==> config.mk <==
export PLATFORM = sky130hd
export DESIGN_NAME = iolsm_top
export DESIGN_NICKNAME = d
export VERILOG_FILES = /design/src/logic/iolsm_pkg.sv /design/src/logic/iolsm_latch_if.sv /design/src/logic/iolsm_latch_bank.sv /design/src/logic/iolsm_top.sv
export VERILOG_INCLUDE_DIRS = /design/src /design/src/logic
export SDC_FILE = /design/constraint.sdc
export NUM_CORES = 1
export LEC_CHECK = 0
export ABC_AREA = 1
export BUFFER_PORTS_ARGS = -buffer_cell sky130_fd_sc_hd__buf_2
export CAP_MARGIN = 25
export CORE_ASPECT_RATIO = 2
export CORE_MARGIN = 2
export CORE_UTILIZATION = 45
export DETAILED_ROUTE_END_ITERATION = 10
export GPL_TIMING_DRIVEN = 0
export PLACE_DENSITY_LB_ADDON = 0.3
export SKIP_LAST_GASP = 1
export SYNTH_ARGS = -nofsm -noshare
export SYNTH_HDL_FRONTEND = slang
export SYNTH_SLANG_ARGS = --single-unit
==> constraint.sdc <==
create_clock -name clk_i -period 1.3 [get_ports clk_i]
set_clock_uncertainty 0.05 [all_clocks]
set_input_delay 0.325 -clock clk_i [delete_from_list [all_inputs] [get_ports clk_i]]
set_output_delay 0.325 -clock clk_i [all_outputs]
set_load 0.1 [all_outputs]
==> src/logic/iolsm_params.svh <==
// constants for the control latch and sense module: offsets, fields, timing
// Behaviour
// RL1 - host waits while transfer controller busy
// RL2 - host initializes, loads addresses, then enables
// RL3 - control code 0 outputs, 1 inputs transfer
// RL4 - host checks abnormal stop after busy ends
// RL5 - channel select picks gated input 0/2/4/6
// RL6 - selection held until replaced at same address
// RL7 - input instruction returns selected gated word
// RL8 - control command code X sets latch X
// RL9 - commands only set; clear via reset input
// RL10 - wired latch output clears the next latch
// RL11 - wired reset latch clears all others
// RL12 - self-reset through external delay gives pulse
// RL13 - receiver may return reset over cable
// RL14 - grounded reset: latch follows command strobe
// RL15 - strobe never clears latch otherwise
// RL16 - handshake: device clears latch, sense sees it
// RL17 - sense command X returns line X level
// RL18 - host polls device ready sense line
// RL19 - transfer controllers use octal pairs 20-27
// RL20 - system clear drops channel selection
// RL21 - respond only at configured device address
`ifndef IOLSM_PARAMS_SVH
`define IOLSM_PARAMS_SVH

// register byte offsets
`define IOLSM_OFF_CMD 8'h00
`define IOLSM_OFF_CFG 8'h04
`define IOLSM_OFF_STATUS 8'h08
`define IOLSM_OFF_DATA 8'h0c

// command word fields
`define IOLSM_CMD_CODE_LSB 0
`define IOLSM_CMD_DEV_LSB 3
`define IOLSM_CMD_OP_LSB 10
// device address group: octal 5x
`define IOLSM_DEV_GROUP 3'h5

// config word fields and reset values
`define IOLSM_CFG_ADDR_LSB 0
`define IOLSM_CFG_FOLLOW_LSB 8
`define IOLSM_CFG_ADDR_RST 3'h0
`define IOLSM_CFG_FOLLOW_RST 8'h00

// status word fields
`define IOLSM_ST_SENSE_BIT 8
`define IOLSM_ST_SENSE_DONE 9
`define IOLSM_ST_SEL_LSB 10
`define IOLSM_ST_SEL_VALID 13
`define IOLSM_ST_BIC_OUT 14
`define IOLSM_ST_BIC_IN 15

// function codes that connect the transfer controller
`define IOLSM_CODE_BIC_OUT 3'h0
`define IOLSM_CODE_BIC_IN 3'h1

// axi responses
`define IOLSM_RESP_OKAY 2'h0
`define IOLSM_RESP_SLVERR 2'h2

// command strobe length
`define IOLSM_CLK_NS 100
`define IOLSM_STROBE_NS 200
`define IOLSM_STROBE_CYC ((`IOLSM_STROBE_NS + `IOLSM_CLK_NS - 1) / `IOLSM_CLK_NS)

`endif

==> src/logic/iolsm_pkg.sv <==
// types shared by the control latch and sense module
`default_nettype none
package iolsm_pkg;

    // instruction kinds carried by a command write
    typedef enum logic [1:0] {
        IOLSM_OP_CONTROL = 2'b00,
        IOLSM_OP_SELECT = 2'b01,
        IOLSM_OP_SENSE = 2'b10,
        IOLSM_OP_INPUT = 2'b11
    } iolsm_op_type;

    // command sequencing phase
    typedef enum logic [1:0] {
        IOLSM_PH_IDLE = 2'b00,
        IOLSM_PH_STROBE = 2'b01
    } iolsm_phase_type;

    typedef struct packed {
        logic [7:0] q;
    } iolsm_bank_type;

    typedef struct packed {
        iolsm_phase_type phase;
        logic [1:0] strobe_cnt;
        logic [2:0] strobe_code;
        logic aw_held;
        logic [7:0] aw_addr;
        logic aw_bad;
        logic w_held;
        logic [31:0] wdata;
        logic [3:0] wstrb;
        logic awready;
        logic wready;
        logic bvalid;
        logic [1:0] bresp;
        logic arready;
        logic rvalid;
        logic [1:0] rresp;
        logic [31:0] rdata;
        logic [2:0] cfg_addr;
        logic [7:0] cfg_follow;
        logic sel_valid;
        logic [2:0] sel_code;
        logic sense_bit;
        logic sense_done;
        logic [15:0] in_word;
        logic bic_out;
        logic bic_in;
        logic [7:0] sense_s1;
        logic [7:0] sense_s2;
        logic [63:0] gated_s1;
        logic [63:0] gated_s2;
        logic [7:0] rst_s1;
        logic [7:0] rst_s2;
        logic clr_s1;
        logic clr_s2;
    } iolsm_core_type;

endpackage
`default_nettype wire

==> src/logic/iolsm_latch_if.sv <==
// signals between the command logic and the control latch bank
`default_nettype none
interface iolsm_latch_if;
    logic [7:0] set_strobe;
    logic [7:0] follow;
    logic [7:0] reset_in;
    logic [7:0] q;

    modport ctrl (output set_strobe, output follow, output reset_in, input q);
    modport bank (input set_strobe, input follow, input reset_in, output q);
endinterface
`default_nettype wire

==> src/logic/iolsm_latch_bank.sv <==
// eight control output latches, set by command strobe, cleared by reset inputs
`default_nettype none
module iolsm_latch_bank (
    input wire logic clk_i,
    input wire logic rst_i,
    iolsm_latch_if.bank lat
);
    iolsm_pkg::iolsm_bank_type s_r;
    iolsm_pkg::iolsm_bank_type s_nxt;

    // set wins; reset input clears; follow mode copies the strobe
    always_comb begin
        s_nxt = s_r;
        for (int i = 0; i < 8; i++) begin
            if (lat.follow[i]) begin
                s_nxt.q[i] = lat.set_strobe[i]; // [RL14]
            end else if (lat.set_strobe[i]) begin
                s_nxt.q[i] = 1'b1; // [RL8] [RL15]
            end else if (lat.reset_in[i]) begin
                s_nxt.q[i] = 1'b0; // [RL9] [RL10] [RL11] [RL12] [RL16]
            end
        end
    end

    always_ff @(posedge clk_i) begin
        if (rst_i) begin
            s_r <= '0;
        end else begin
            s_r <= s_nxt;
        end
    end

    assign lat.q = s_r.q;
endmodule
`default_nettype wire

==> src/logic/iolsm_top.sv <==
// control latch, channel select and sense logic behind an axi4-lite slave
//
// Local design decisions: the register offsets and the AXI4-Lite slave port.
`include "iolsm_params.svh"
`default_nettype none
module iolsm_top (
    input wire logic clk_i,
    input wire logic rst_i,
    input wire logic [31:0] s_axi_awaddr_i,
    input wire logic s_axi_awvalid_i,
    output logic s_axi_awready_o,
    input wire logic [31:0] s_axi_wdata_i,
    input wire logic [3:0] s_axi_wstrb_i,
    input wire logic s_axi_wvalid_i,
    output logic s_axi_wready_o,
    output logic [1:0] s_axi_bresp_o,
    output logic s_axi_bvalid_o,
    input wire logic s_axi_bready_i,
    input wire logic [31:0] s_axi_araddr_i,
    input wire logic s_axi_arvalid_i,
    output logic s_axi_arready_o,
    output logic [31:0] s_axi_rdata_o,
    output logic [1:0] s_axi_rresp_o,
    output logic s_axi_rvalid_o,
    input wire logic s_axi_rready_i,
    input wire logic [7:0] sense_line_i,
    input wire logic [63:0] gated_input_i,
    input wire logic [7:0] control_latch_reset_input_i,
    input wire logic system_clear_i,
    output logic [7:0] control_latch_output_o,
    output logic bic_output_connect_o,
    output logic bic_input_connect_o,
    output logic [15:0] selected_word_o
);
    iolsm_pkg::iolsm_core_type s_r;
    iolsm_pkg::iolsm_core_type s_nxt;

    iolsm_latch_if lat ();

    iolsm_latch_bank u_bank (
        .clk_i(clk_i),
        .rst_i(rst_i),
        .lat(lat)
    );

    // true when a command names this module's device address
    function automatic logic iolsm_addr_hit(input logic [5:0] dev, input logic [2:0] cfg);
        iolsm_addr_hit = (dev == {`IOLSM_DEV_GROUP, cfg});
    endfunction

    // merge one written word into a stored field by byte lanes
    function automatic logic [31:0] iolsm_merge(input logic [31:0] old,
                                                 input logic [31:0] val,
                                                 input logic [3:0] strb);
        logic [31:0] m;
        m = old;
        for (int b = 0; b < 4; b++) begin
            if (strb[b]) begin
                m[b*8 +: 8] = val[b*8 +: 8];
            end
        end
        iolsm_merge = m;
    endfunction

    // latch bank drive: strobe only during the strobe phase
    always_comb begin
        lat.set_strobe = '0;
        if (s_r.phase == iolsm_pkg::IOLSM_PH_STROBE) begin
            lat.set_strobe = 8'h01 << s_r.strobe_code; // [RL8]
        end
        lat.follow = s_r.cfg_follow;
        lat.reset_in = s_r.rst_s2;
    end

    // whole next state of the slave and command logic
    always_comb begin
        logic [31:0] cfg_word;
        logic [2:0] code;
        logic [5:0] dev;
        iolsm_pkg::iolsm_op_type op;
        logic hit;
        cfg_word = '0;
        code = '0;
        dev = '0;
        op = iolsm_pkg::IOLSM_OP_CONTROL;
        hit = 1'b0;
        s_nxt = s_r;

        // pin synchronisers, two stages each
        s_nxt.sense_s1 = sense_line_i;
        s_nxt.sense_s2 = s_r.sense_s1;
        s_nxt.gated_s1 = gated_input_i;
        s_nxt.gated_s2 = s_r.gated_s1;
        s_nxt.rst_s1 = control_latch_reset_input_i;
        s_nxt.rst_s2 = s_r.rst_s1;
        s_nxt.clr_s1 = system_clear_i;
        s_nxt.clr_s2 = s_r.clr_s1;

        // transfer controller connect follows latches 0 and 1
        s_nxt.bic_out = lat.q[`IOLSM_CODE_BIC_OUT]; // [RL3]
        s_nxt.bic_in = lat.q[`IOLSM_CODE_BIC_IN]; // [RL3]

        // strobe countdown
        if (s_r.phase == iolsm_pkg::IOLSM_PH_STROBE) begin
            if (s_r.strobe_cnt == 2'h1) begin
                s_nxt.phase = iolsm_pkg::IOLSM_PH_IDLE;
                s_nxt.strobe_cnt = '0;
            end else begin
                s_nxt.strobe_cnt = s_r.strobe_cnt - 2'h1;
            end
        end

        // write address and data captured in either order
        if (s_axi_awvalid_i && s_r.awready) begin
            s_nxt.aw_held = 1'b1;
            s_nxt.aw_addr = s_axi_awaddr_i[7:0];
            s_nxt.aw_bad = (s_axi_awaddr_i[31:8] != '0);
        end
        if (s_axi_wvalid_i && s_r.wready) begin
            s_nxt.w_held = 1'b1;
            s_nxt.wdata = s_axi_wdata_i;
            s_nxt.wstrb = s_axi_wstrb_i;
        end

        // response handshake
        if (s_r.bvalid && s_axi_bready_i) begin
            s_nxt.bvalid = 1'b0;
        end

        // execute a held write once both halves are in
        if (s_r.aw_held && s_r.w_held && !s_r.bvalid
            && s_r.phase == iolsm_pkg::IOLSM_PH_IDLE) begin
            s_nxt.aw_held = 1'b0;
            s_nxt.w_held = 1'b0;
            s_nxt.bvalid = 1'b1;
            s_nxt.bresp = `IOLSM_RESP_OKAY;
            code = s_r.wdata[`IOLSM_CMD_CODE_LSB +: 3];
            dev = s_r.wdata[`IOLSM_CMD_DEV_LSB +: 6];
            op = iolsm_pkg::iolsm_op_type'(s_r.wdata[`IOLSM_CMD_OP_LSB +: 2]);
            hit = iolsm_addr_hit(dev, s_r.cfg_addr); // [RL21]
            if (s_r.aw_bad) begin
                s_nxt.bresp = `IOLSM_RESP_SLVERR;
            end else if (s_r.aw_addr == `IOLSM_OFF_CMD) begin
                if (hit) begin
                    unique case (op)
                        iolsm_pkg::IOLSM_OP_CONTROL: begin
                            s_nxt.phase = iolsm_pkg::IOLSM_PH_STROBE; // [RL3] [RL8]
                            s_nxt.strobe_cnt = 2'(`IOLSM_STROBE_CYC); // [RL14]
                            s_nxt.strobe_code = code;
                        end
                        iolsm_pkg::IOLSM_OP_SELECT: begin
                            s_nxt.sel_valid = 1'b1; // [RL5] [RL6]
                            s_nxt.sel_code = code;
                        end
                        iolsm_pkg::IOLSM_OP_SENSE: begin
                            s_nxt.sense_bit = s_r.sense_s2[code]; // [RL17] [RL16]
                            s_nxt.sense_done = 1'b1;
                        end
                        iolsm_pkg::IOLSM_OP_INPUT: begin
                            if (s_r.sel_valid && !s_r.sel_code[0]) begin
                                s_nxt.in_word =
                                    s_r.gated_s2[{s_r.sel_code[2:1], 4'h0} +: 16]; // [RL7]
                            end else begin
                                s_nxt.in_word = '0;
                            end
                        end
                    endcase
                end
            end else if (s_r.aw_addr == `IOLSM_OFF_CFG) begin
                cfg_word = iolsm_merge({16'h0, s_r.cfg_follow, 5'h0, s_r.cfg_addr},
                                       s_r.wdata, s_r.wstrb);
                s_nxt.cfg_addr = cfg_word[`IOLSM_CFG_ADDR_LSB +: 3];
                s_nxt.cfg_follow = cfg_word[`IOLSM_CFG_FOLLOW_LSB +: 8];
            end else begin
                s_nxt.bresp = `IOLSM_RESP_SLVERR;
            end
        end

        // system clear drops the channel selection
        if (s_r.clr_s2) begin
            s_nxt.sel_valid = 1'b0; // [RL20]
            s_nxt.sel_code = '0;
        end

        // write channel readiness: one write under way at a time
        s_nxt.awready = !s_nxt.aw_held && !s_nxt.bvalid
                        && s_nxt.phase == iolsm_pkg::IOLSM_PH_IDLE;
        s_nxt.wready = !s_nxt.w_held && !s_nxt.bvalid
                       && s_nxt.phase == iolsm_pkg::IOLSM_PH_IDLE;

        // read channel: take address, answer next cycle
        if (s_r.rvalid && s_axi_rready_i) begin
            s_nxt.rvalid = 1'b0;
            s_nxt.arready = 1'b1;
        end
        if (s_axi_arvalid_i && s_r.arready) begin
            s_nxt.arready = 1'b0;
            s_nxt.rvalid = 1'b1;
            s_nxt.rresp = `IOLSM_RESP_OKAY;
            s_nxt.rdata = '0;
            if (s_axi_araddr_i[31:8] != '0) begin
                s_nxt.rresp = `IOLSM_RESP_SLVERR;
            end else if (s_axi_araddr_i[7:0] == `IOLSM_OFF_CMD) begin
                s_nxt.rdata = '0;
            end else if (s_axi_araddr_i[7:0] == `IOLSM_OFF_CFG) begin
                s_nxt.rdata[`IOLSM_CFG_ADDR_LSB +: 3] = s_r.cfg_addr;
                s_nxt.rdata[`IOLSM_CFG_FOLLOW_LSB +: 8] = s_r.cfg_follow;
            end else if (s_axi_araddr_i[7:0] == `IOLSM_OFF_STATUS) begin
                s_nxt.rdata[7:0] = lat.q;
                s_nxt.rdata[`IOLSM_ST_SENSE_BIT] = s_r.sense_bit;
                s_nxt.rdata[`IOLSM_ST_SENSE_DONE] = s_r.sense_done;
                s_nxt.rdata[`IOLSM_ST_SEL_LSB +: 3] = s_r.sel_code;
                s_nxt.rdata[`IOLSM_ST_SEL_VALID] = s_r.sel_valid;
                s_nxt.rdata[`IOLSM_ST_BIC_OUT] = s_r.bic_out;
                s_nxt.rdata[`IOLSM_ST_BIC_IN] = s_r.bic_in;
            end else if (s_axi_araddr_i[7:0] == `IOLSM_OFF_DATA) begin
                s_nxt.rdata[15:0] = s_r.in_word;
            end else begin
                s_nxt.rresp = `IOLSM_RESP_SLVERR;
            end
        end
    end

    // state register with synchronous reset
    always_ff @(posedge clk_i) begin
        if (rst_i) begin
            s_r <= '0;
            s_r.awready <= 1'b1;
            s_r.wready <= 1'b1;
            s_r.arready <= 1'b1;
            s_r.cfg_addr <= `IOLSM_CFG_ADDR_RST;
            s_r.cfg_follow <= `IOLSM_CFG_FOLLOW_RST;
            s_r.phase <= iolsm_pkg::IOLSM_PH_IDLE;
        end else begin
            s_r <= s_nxt;
        end
    end

    // outputs straight from state flops
    assign s_axi_awready_o = s_r.awready;
    assign s_axi_wready_o = s_r.wready;
    assign s_axi_bvalid_o = s_r.bvalid;
    assign s_axi_bresp_o = s_r.bresp;
    assign s_axi_arready_o = s_r.arready;
    assign s_axi_rvalid_o = s_r.rvalid;
    assign s_axi_rresp_o = s_r.rresp;
    assign s_axi_rdata_o = s_r.rdata;
    assign control_latch_output_o = lat.q;
    assign bic_output_connect_o = s_r.bic_out;
    assign bic_input_connect_o = s_r.bic_in;
    assign selected_word_o = s_r.in_word;
endmodule
`default_nettype wire

* Yosys cells after proc, flatten, opt, wreduce, memory -nomap -nowiden *
Cells that the tools add are included.

word-level totals
  flip-flop bits (word level) = 300
  word-level logic and storage cells = 157
  output and inout bits = 67
  bits of input ports = 188

operators by class
  reductions and logical operators = 41
  equal/unequal tests = 10
  shift-type cells = 2
  bitwise gates (word level) = 2
  $lt $le $gt $ge = 1
  $add $sub $neg = 1
  multiplexer cells = 58

operators by type and width
  operator                                                            number
  16-bit 2-to-1 mux                                                   5
  64-bit by 7-bit indexed part select with 16-bit output              1
  24-bit nonzero test                                                 2
  37-bit 2-to-1 mux                                                   1
  36-bit 2-to-1 mux                                                   1
  5-bit AND reduction                                                 6
  7-bit 2-to-1 mux                                                    4
  1-bit 2-to-1 mux                                                    27
  8-bit 2-to-1 mux                                                    3
  3-bit nonzero test                                                  8
  2-bit 2-to-1 mux                                                    11
  8-bit by 3-bit == test with 1-bit output (second input constant)    2
  8-bit by 4-bit == test with 1-bit output (second input constant)    2
  8-bit zero test                                                     2
  1-bit logical AND                                                   13
  10-bit 2-to-1 mux                                                   1
  1-bit by 3-bit left shift with 8-bit output (first input constant)  1
  2-bit by 1-bit == test with 1-bit output (second input constant)    3
  6-bit == test                                                       1
  2-bit zero test                                                     3
  3-bit 2-to-1 mux                                                    2
  1-bit zero test                                                     5
  5-bit 2-to-1 mux                                                    1
  2-bit == test (second input constant)                               2
  7 further kinds                                                     8

* Logic depth before layout (Yosys ltp) *
Gate-level depths: netlist of the first run.

  word-level depth = 11
  depth in mapped cells = 10
  mapped depth without buffers = 10

* Cells and area by module *
From an unflattened synthesis of the first run, not the netlist that was laid out.

second synthesis, totals
  cells, all modules = 1,367
  area, all modules = 10,233.6 um^2

by module, submodules not included
  module            times used  area an instance (um^2)  cells an instance  seq. area each (um^2)
  iolsm_top         1           9,862.0                  1,318              5,124.9
  iolsm_latch_bank  1           371.6                    49                 160.2

* Worst setup path after synthesis of the first run *
No wires, ideal clock.

  path kind = reg2reg
  start point = reg s_r (netlist bit s_axi_arready_o)
  end point = reg s_r (netlist bit s_axi_rdata_o[13])
  required time = 1.179 ns
  library setup time = 0.071 ns
  stages on the path, launching flop included = 6
  clock period less this slack = 1.879 ns
  slack = -0.579 ns
  path buffers = 1
  arrival = 1.758 ns
  cell sequence = dfxtp_1 nand2_1 clkinv_1 clkbuf_1 nand3_1 a21oi_1

between the ends
  cells in the longest elaborated chain, start to end = 1

ends and longest elaborated chain
  what                      line              source
  start: declaration        iolsm_top.sv:35   iolsm_pkg::iolsm_core_type s_r;
  start signal: assignment  iolsm_top.sv:235  s_r <= s_nxt;
  1-bit logical AND         iolsm_top.sv:196  if (s_axi_arvalid_i && s_r.arready) begin

Every way passes these cells.
A chain may end at the register's enable or synchronous reset.

* Final worst setup path of the first run *
  start point = reg s_r[195] (netlist name)
  end point = reg s_r (netlist bit selected_word_o[13])

between the ends
  cells in the longest elaborated chain, start to end = 2

ends and longest elaborated chain
  what                                  line             source
  6-bit == test                         iolsm_top.sv:48  iolsm_addr_hit = (dev == {`IOLSM_DEV_GROUP, cfg});
  5-bit AND reduction (no source line)  n/a

Every way passes these cells.

==> impl_metrics.toml, run 1 <==
[outcome]
status = "complete, but fails checks"
failed_checks = "negative setup slack"

[global_routing]
grt_pass1_wl_um = 46290
antenna_found_initial = 0
grt_pass1_vias = 9620
grt_max_degree = 18
grt_overflow = 0
grt.total_usage_pct = 25.22

[worst_setup_path]
path_class = "flip-flop to flip-flop"
cp_common_cell = "nand2_2"
r2r_slack_ns = -0.27
crit_required_ns = 1.63
critPathSlowestCell = "dfxtp_4"
slowest_delay_ns = 0.37
r2r-end = "selected_word_o[13]"
cp-start-kind = "flip-flop"
worstPathArrival_ns = 1.90
worstPathMaxFanout = 5
r2r_start = "s_r[195]"
r2r_cells = 10
crit_chain = "inv_2 > nand2_2 > nand2_2 > nor2_2 > nand2_2 > nor2_4 > nand3_4 > clkbuf_16 > nand2_4 > a21oi_2"
cp-end-kind = "flip-flop"

[synthesis]
yosysTopAreaCellShare_pct = 51.89
syn_avg_cell_area_um2 = 7.467
seq_area_frac_synth_pct = 51.89
netlist_area_um2 = 10180
ys_seq_elements = 264
yosysUniqueCellTypes = 35
synth_common_cells = "287 x nor2_1, 264 x dfxtp_1, 207 x inv_1"
synth_area_leaders = "dfxtp_1 52%, nor2_1 11%, inv_1 7.6%"
synth_most_common_cell = "nor2_1"
yosys.area.top_type = "dfxtp_1"
synth_edf_count = 0
async_flop_share_pct = 0
synth_cells = 1364
synth_ff_type = "dfxtp_1"
synth_warnings = 0

[routing]
ant_nets = 0
drt-pass1-iter-count = 7
drt_iter0_drc = 471
num_vias = 9532
drcViolationCount = 0
vias_per_cell = 4.693
wl_per_cell_um = 15.02
wirelength_um = 30500

[floorplanning]
core_um2 = 22160
rows = 77
die-height_um = 216.8
die_w_um = 110.4
boundaryPins = 255
design.die.area_um2 = 23930
start_util_pct = 45.96

[sta]
worst_pin_slew_ns = 0.7404
period_minus_slack_ns = 1.567
holdWs_ns = 0.02076
hold_violations = 0
clock.fmax_mhz = 638.0
rsz0062_at_grt = "true"
drv_slew = 0
tns_ns = -14.05
slew_headroom_pct = 50.64
setup_viol = 90
fin_ws_ns = -0.2674
fin_crit_sh_pct = 120.6

[min_path]
whs_endpoint = "s_r[276]"
min_path_cells = 3
hold_path_startpoint = "s_axi_awaddr_i[0]"
hold_class = "input port to flip-flop"

[clock_tree]
cts_tree = "done"
cts.htree.levels = 1
clk_path_buf_depth = 3
cts_sinks = 264
numCtsBuffers = 23
clkTransAtPathRegs_ns = 0.07
root_buffer = "clkbuf_16"
clock_latency_ns = 0.53

[final_layout]
seqCellArea_um2 = 5436
multiInputGateArea_um2 = 3764
diodes = 0
fin_nets = 1927
fillers = 1815
drive_above_1_share_pct = 31.45
area_delta_synth_final_pct = 46.54

[placed_design]
gp_congestion = 0.9350
dp_hpwl_um = 21160
portBuffers = 217

[flow_run]
max_cap_viol_count = 0

[power]
leakagePower_nw = 7.046
vdd_drop_max_uv = 1306
power_per_cell_area_nw_per_um2 = 1185
==> logic make-up (layout without fill, tap and decap cells) <==
logic type / count (synthesis) / after routing / synth area share (%)
DFF: 264 / 264 / 51.89
adders and majority gates: 1 / 1 / 0.1228
buffers and inverters: 330 / 704 / 14.94
AOI/OAI and AO/OA: 110 / 110 / 5.467
and+or+nand+nor: 658 / 658 / 27.54
other: 1 / 18 / 0.03682
==> cell usage in the layout, fill, tap and decap left out, drive strengths merged, types with 2 or more instances in the layout <==
| cell type | count |
|---|---|
| nor3 | 8 |
| dlygate4sd3 | 87 |
| bufinv | 2 |
| buf | 340 |
| nand3b | 5 |
| o21ai | 42 |
| nor4 | 4 |
| a21oi | 64 |
| inv | 214 |
| nor2 | 293 |
| clkbuf | 49 |
| clkinvlp | 3 |
| clkinv | 9 |
| nand3 | 109 |
| or3 | 2 |
| a31oi | 3 |
| dfxtp | 264 |
| conb | 18 |
| nand4 | 24 |
| or3b | 5 |
| nand2 | 205 |
==> per-layer routing <==
metal | GRT usage [%] | wire, um | up-vias
met5 | 0 | 0 | -
met4 | 16.42 | 2031 | 0
met3 | 2.366 | 1066 | 95
met2 | 50.04 | 17120 | 281
met1 | 22.80 | 10280 | 4310
li1 | - | - | 4846
==> flip-flops by register name (all words and copies together), names as in the netlist <==
name	cells
lat.follow	8
s_axi_wready_o	1
s_r	118
s_axi_rvalid_o	1
s_axi_arready_o	1
bic_input_connect_o	1
s_nxt	81
bic_output_connect_o	1
s_axi_awready_o	1
s_axi_rdata_o	16
u_bank.lat.q	8
s_axi_rresp_o	1
s_axi_bvalid_o	1
lat.reset_in	8
s_axi_bresp_o	1
selected_word_o	16
==> worst max-delay path by stage <==
stage          cells after the start  startpoint             endpoint  slack (ns)
6_report                          10    s_r[195]  selected_word_o[13]       -0.27
5_1_grt                           10    s_r[196]   selected_word_o[5]       -0.33
3_5_place_dp                       5       rst_i        lat.follow[3]       -0.81
2_1_floorplan                     10    s_r[196]  selected_word_o[10]       -0.02
4_1_cts                            9    s_r[195]   selected_word_o[2]       -0.23
3_3_place_gp                       5       rst_i        lat.follow[3]       -0.80
==> worst max-delay path, delay by kind of cell, from the launching register on <==
kind | cells | cell delay (ns)
DFF | 1 | 0.37
buffers and inverters | 2 | 0.24
AOI/OAI and AO/OA | 1 | 0.04
and+or+nand+nor | 7 | 0.70
==> report_power, final <==
group          internal [mW]  switching [mW]
combinational          0.820            1.22
sequential              8.37           0.142
clock                   4.00            3.13
==> final cells by class <==
cell class	count	share of cell area (%)
inverter	214	5.441
tap	276	2.314
buffer	80	3.672
clock inverter	14	1.014
timing repair buffer	368	21.59
sequential	264	36.43
clock buffer	28	4.326
multi-input combinational	787	25.22
==> per-stage QoR <==
stage	setup slack (ns)	cells	instance area [um^2]	utilization, %	total power [mW]
global placement	-0.8012	1874	11750	53.00	10.26
detailed placement	-0.8083	1874	11750	53.00	10.29
floorplan	-0.02018	1381	10310	-	9.772
global route	-0.3274	2031	14920	67.35	18.28
CTS	-0.2262	2009	14460	65.24	17.63
finish	-0.2674	2031	14920	67.35	17.69
==> what timing repair did <==
item / CTS / global route
setup endpoints to repair: 216 / 130
gates cloned: 2 / 1
hold endpoints to repair: 87 / 0
buffers inserted: 40 / 21
pin swaps: 22 / 27
hold buffers: 87 / 0
gates resized for setup: 308 / 109
Note: power is estimated with default switching activity, not from simulation.
==> inputs of run 2 (changes only) <==
- CORE_MARGIN: 2 -> 3
==> run 2 against run 1 <==
Net effect: the flow still finishes with violations (negative setup slack); final cell count fell by 1.1%; sequential share of layout area rose by 1.0 points; hold slack got worse by 0.0089 ns; non-clock buffer count fell by 21; routed wire length fell by 3.3%; die area rose by 2.8%; clock-buffer cell count rose by 1; utilization fell by 1.7 points; fmax rose by 2.9%; final area fell by 2.5%; combinational power fell by 5%; sequential cell count did not move; largest cell class unchanged; largest power group unchanged.
==> impl_metrics.toml, run 2 (same netlist as run 1, synthesis figures left out) <==
[global_routing]
grt_overflow = 0
grt.total_usage_pct = 23.13
antenna_found_initial = 0
grt_pass1_vias = 9491
grt_max_degree = 17
grt_pass1_wl_um = 45360

[worst_setup_path]
crit_start = "s_r[196]"
r2r_slack_ns = -0.22
crit_required_ns = 1.62
worstPathArrival_ns = 1.84
cp-start-kind = "flip-flop"
path_class = "flip-flop to flip-flop"
r2r_start = "s_r[196]"
worstPathMaxFanout = 5
r2r-end = "selected_word_o[13]"
cp-end-kind = "flip-flop"
endpoint = "selected_word_o[13]"
r2r_cells = 10

[power]
vdd_drop_max_uv = 973.1
netSwitchingPower_mw = 4.264
internal-power_mw = 12.86
swShare_pct = 24.90
pwr-share-clk_pct = 39.1
power_frac_seq_pct = 49.6
leakagePower_nw = 6.897
combPwrFrac_pct = 11.2
power_per_cell_area_nw_per_um2 = 1177

[final_layout]
largest_register_ffs = 118
diodes = 0
regMostFlops = "s_r"
utilization_pct = 65.65
drive_above_1_share_pct = 29.20
layout_commonest_cell = "nor2_1"
fin_nets = 1906
fillers = 1874
area_delta_synth_final_pct = 42.84
layout_common_cells = "273 x nor2_1, 206 x dfxtp_1, 197 x inv_1"

[clock_tree]
cts_tree = "done"
cts.htree.levels = 1
numCtsBuffers = 23
clk_path_buf_depth = 3
clock_latency_ns = 0.51
root_buffer = "clkbuf_16"
clkTransAtPathRegs_ns = 0.07
cts_sinks = 264

[flow_run]
max_cap_viol_count = 0

[sta]
fin_crit_sh_pct = 117.2
period_minus_slack_ns = 1.524
holdWs_ns = 0.01183
slew_headroom_pct = 46.57
hold_violations = 0
clock.fmax_mhz = 656.4
drv_slew = 0
worst_pin_slew_ns = 0.8014
fin_ws_ns = -0.2236
setup_viol = 90
rsz0062_at_grt = "true"

[routing]
wl_per_cell_um = 14.69
vias_per_cell = 4.702
wirelength_um = 29500
drt-pass1-iter-count = 6
drcViolationCount = 0
drt_iter0_drc = 348
num_vias = 9447
ant_nets = 0

[min_path]
min_path_cells = 4
hold_class = "input port to flip-flop"

[floorplanning]
rows = 77
die-height_um = 218.8
core_um2 = 22160
start_util_pct = 45.96
die_w_um = 112.4
boundaryPins = 255
design.die.area_um2 = 24580

[placed_design]
portBuffers = 217
dp_hpwl_um = 21640
gp_congestion = 0.9829

[outcome]
failed_checks = "negative setup slack"
status = "complete, but fails checks"
## run 2: cell type report
cell class                 instances  area (um^2)  area share, %
buffer                            82        540.5          3.715
clock buffer                      29        608.1          4.180
timing repair buffer             345         3017          20.74
clock inverter                    12        121.4         0.8343
tap                              276        345.3          2.374
multi-input combinational        787         3661          25.17
inverter                         214        809.5          5.565
sequential                       264         5445          37.43
## run 2: how the worst min path moves through the flow
stage,startpoint,to,slack [ns]
after floorplan,s_nxt[2],lat.reset_in[0],0.34
after global placement,s_nxt[3],lat.reset_in[1],0.34
after detailed placement,s_nxt[23],s_r[23],0.34
after CTS,s_axi_rready_i,s_axi_rvalid_o,0.006
after global routing,s_axi_rready_i,s_axi_rvalid_o,0.02
final,s_axi_rready_i,s_axi_rvalid_o,0.01
## run 2: per-stage QoR
stage	TNS (ns)	cell area (um^2)	total power [mW]	instances	setup slack, ns
CTS	-13.21	14250	17.21	2000	-0.2119
global placement	-136.34	11750	10.27	1874	-0.7674
finish	-12.86	14550	17.12	2009	-0.2236
detailed placement	-140.04	11750	10.30	1874	-0.8373
global route	-17.28	14550	17.78	2009	-0.3016
floorplan	-0.2169	10310	9.772	1381	-0.02018
## run 2: layer usage
metal	routed length, um	track usage (%)
met5	0	0
met3	1041	2.106
met1	9638	20.46
met2	16980	48.03
met4	1840	13.96
## run 2: repair_timing
action                                 in CTS  in global routing
endpoints found under the hold margin      81                  0
pin swaps                                   7                 19
setup endpoints to repair                 214                126
hold buffers                               81                  0
cloned                                      0                  1
resized for setup                         287                 90
buffers inserted                           38                 11
## run 2: critical path, cell delays in order (launching register included)
cell	delay [ns]
dfxtp_4	0.36
inv_2	0.03
nand2_1	0.05
nand2_1	0.05
nor2_1	0.12
nand2_2	0.11
nor2_4	0.18
nand3_4	0.13
buf_6	0.17
nand2_2	0.07
a21oi_2	0.05
## run 2: power groups by stage
stage / Sequential [mW] / Combinational (mW) / Clock, mW
6_report: 8.50 / 1.93 / 6.70
3_3_place_gp: 8.71 / 1.56 / 0
4_1_cts: 8.52 / 1.86 / 6.83
2_1_floorplan: 8.78 / 0.994 / 0
5_1_grt: 8.53 / 2.11 / 7.14
3_5_place_dp: 8.72 / 1.58 / 0
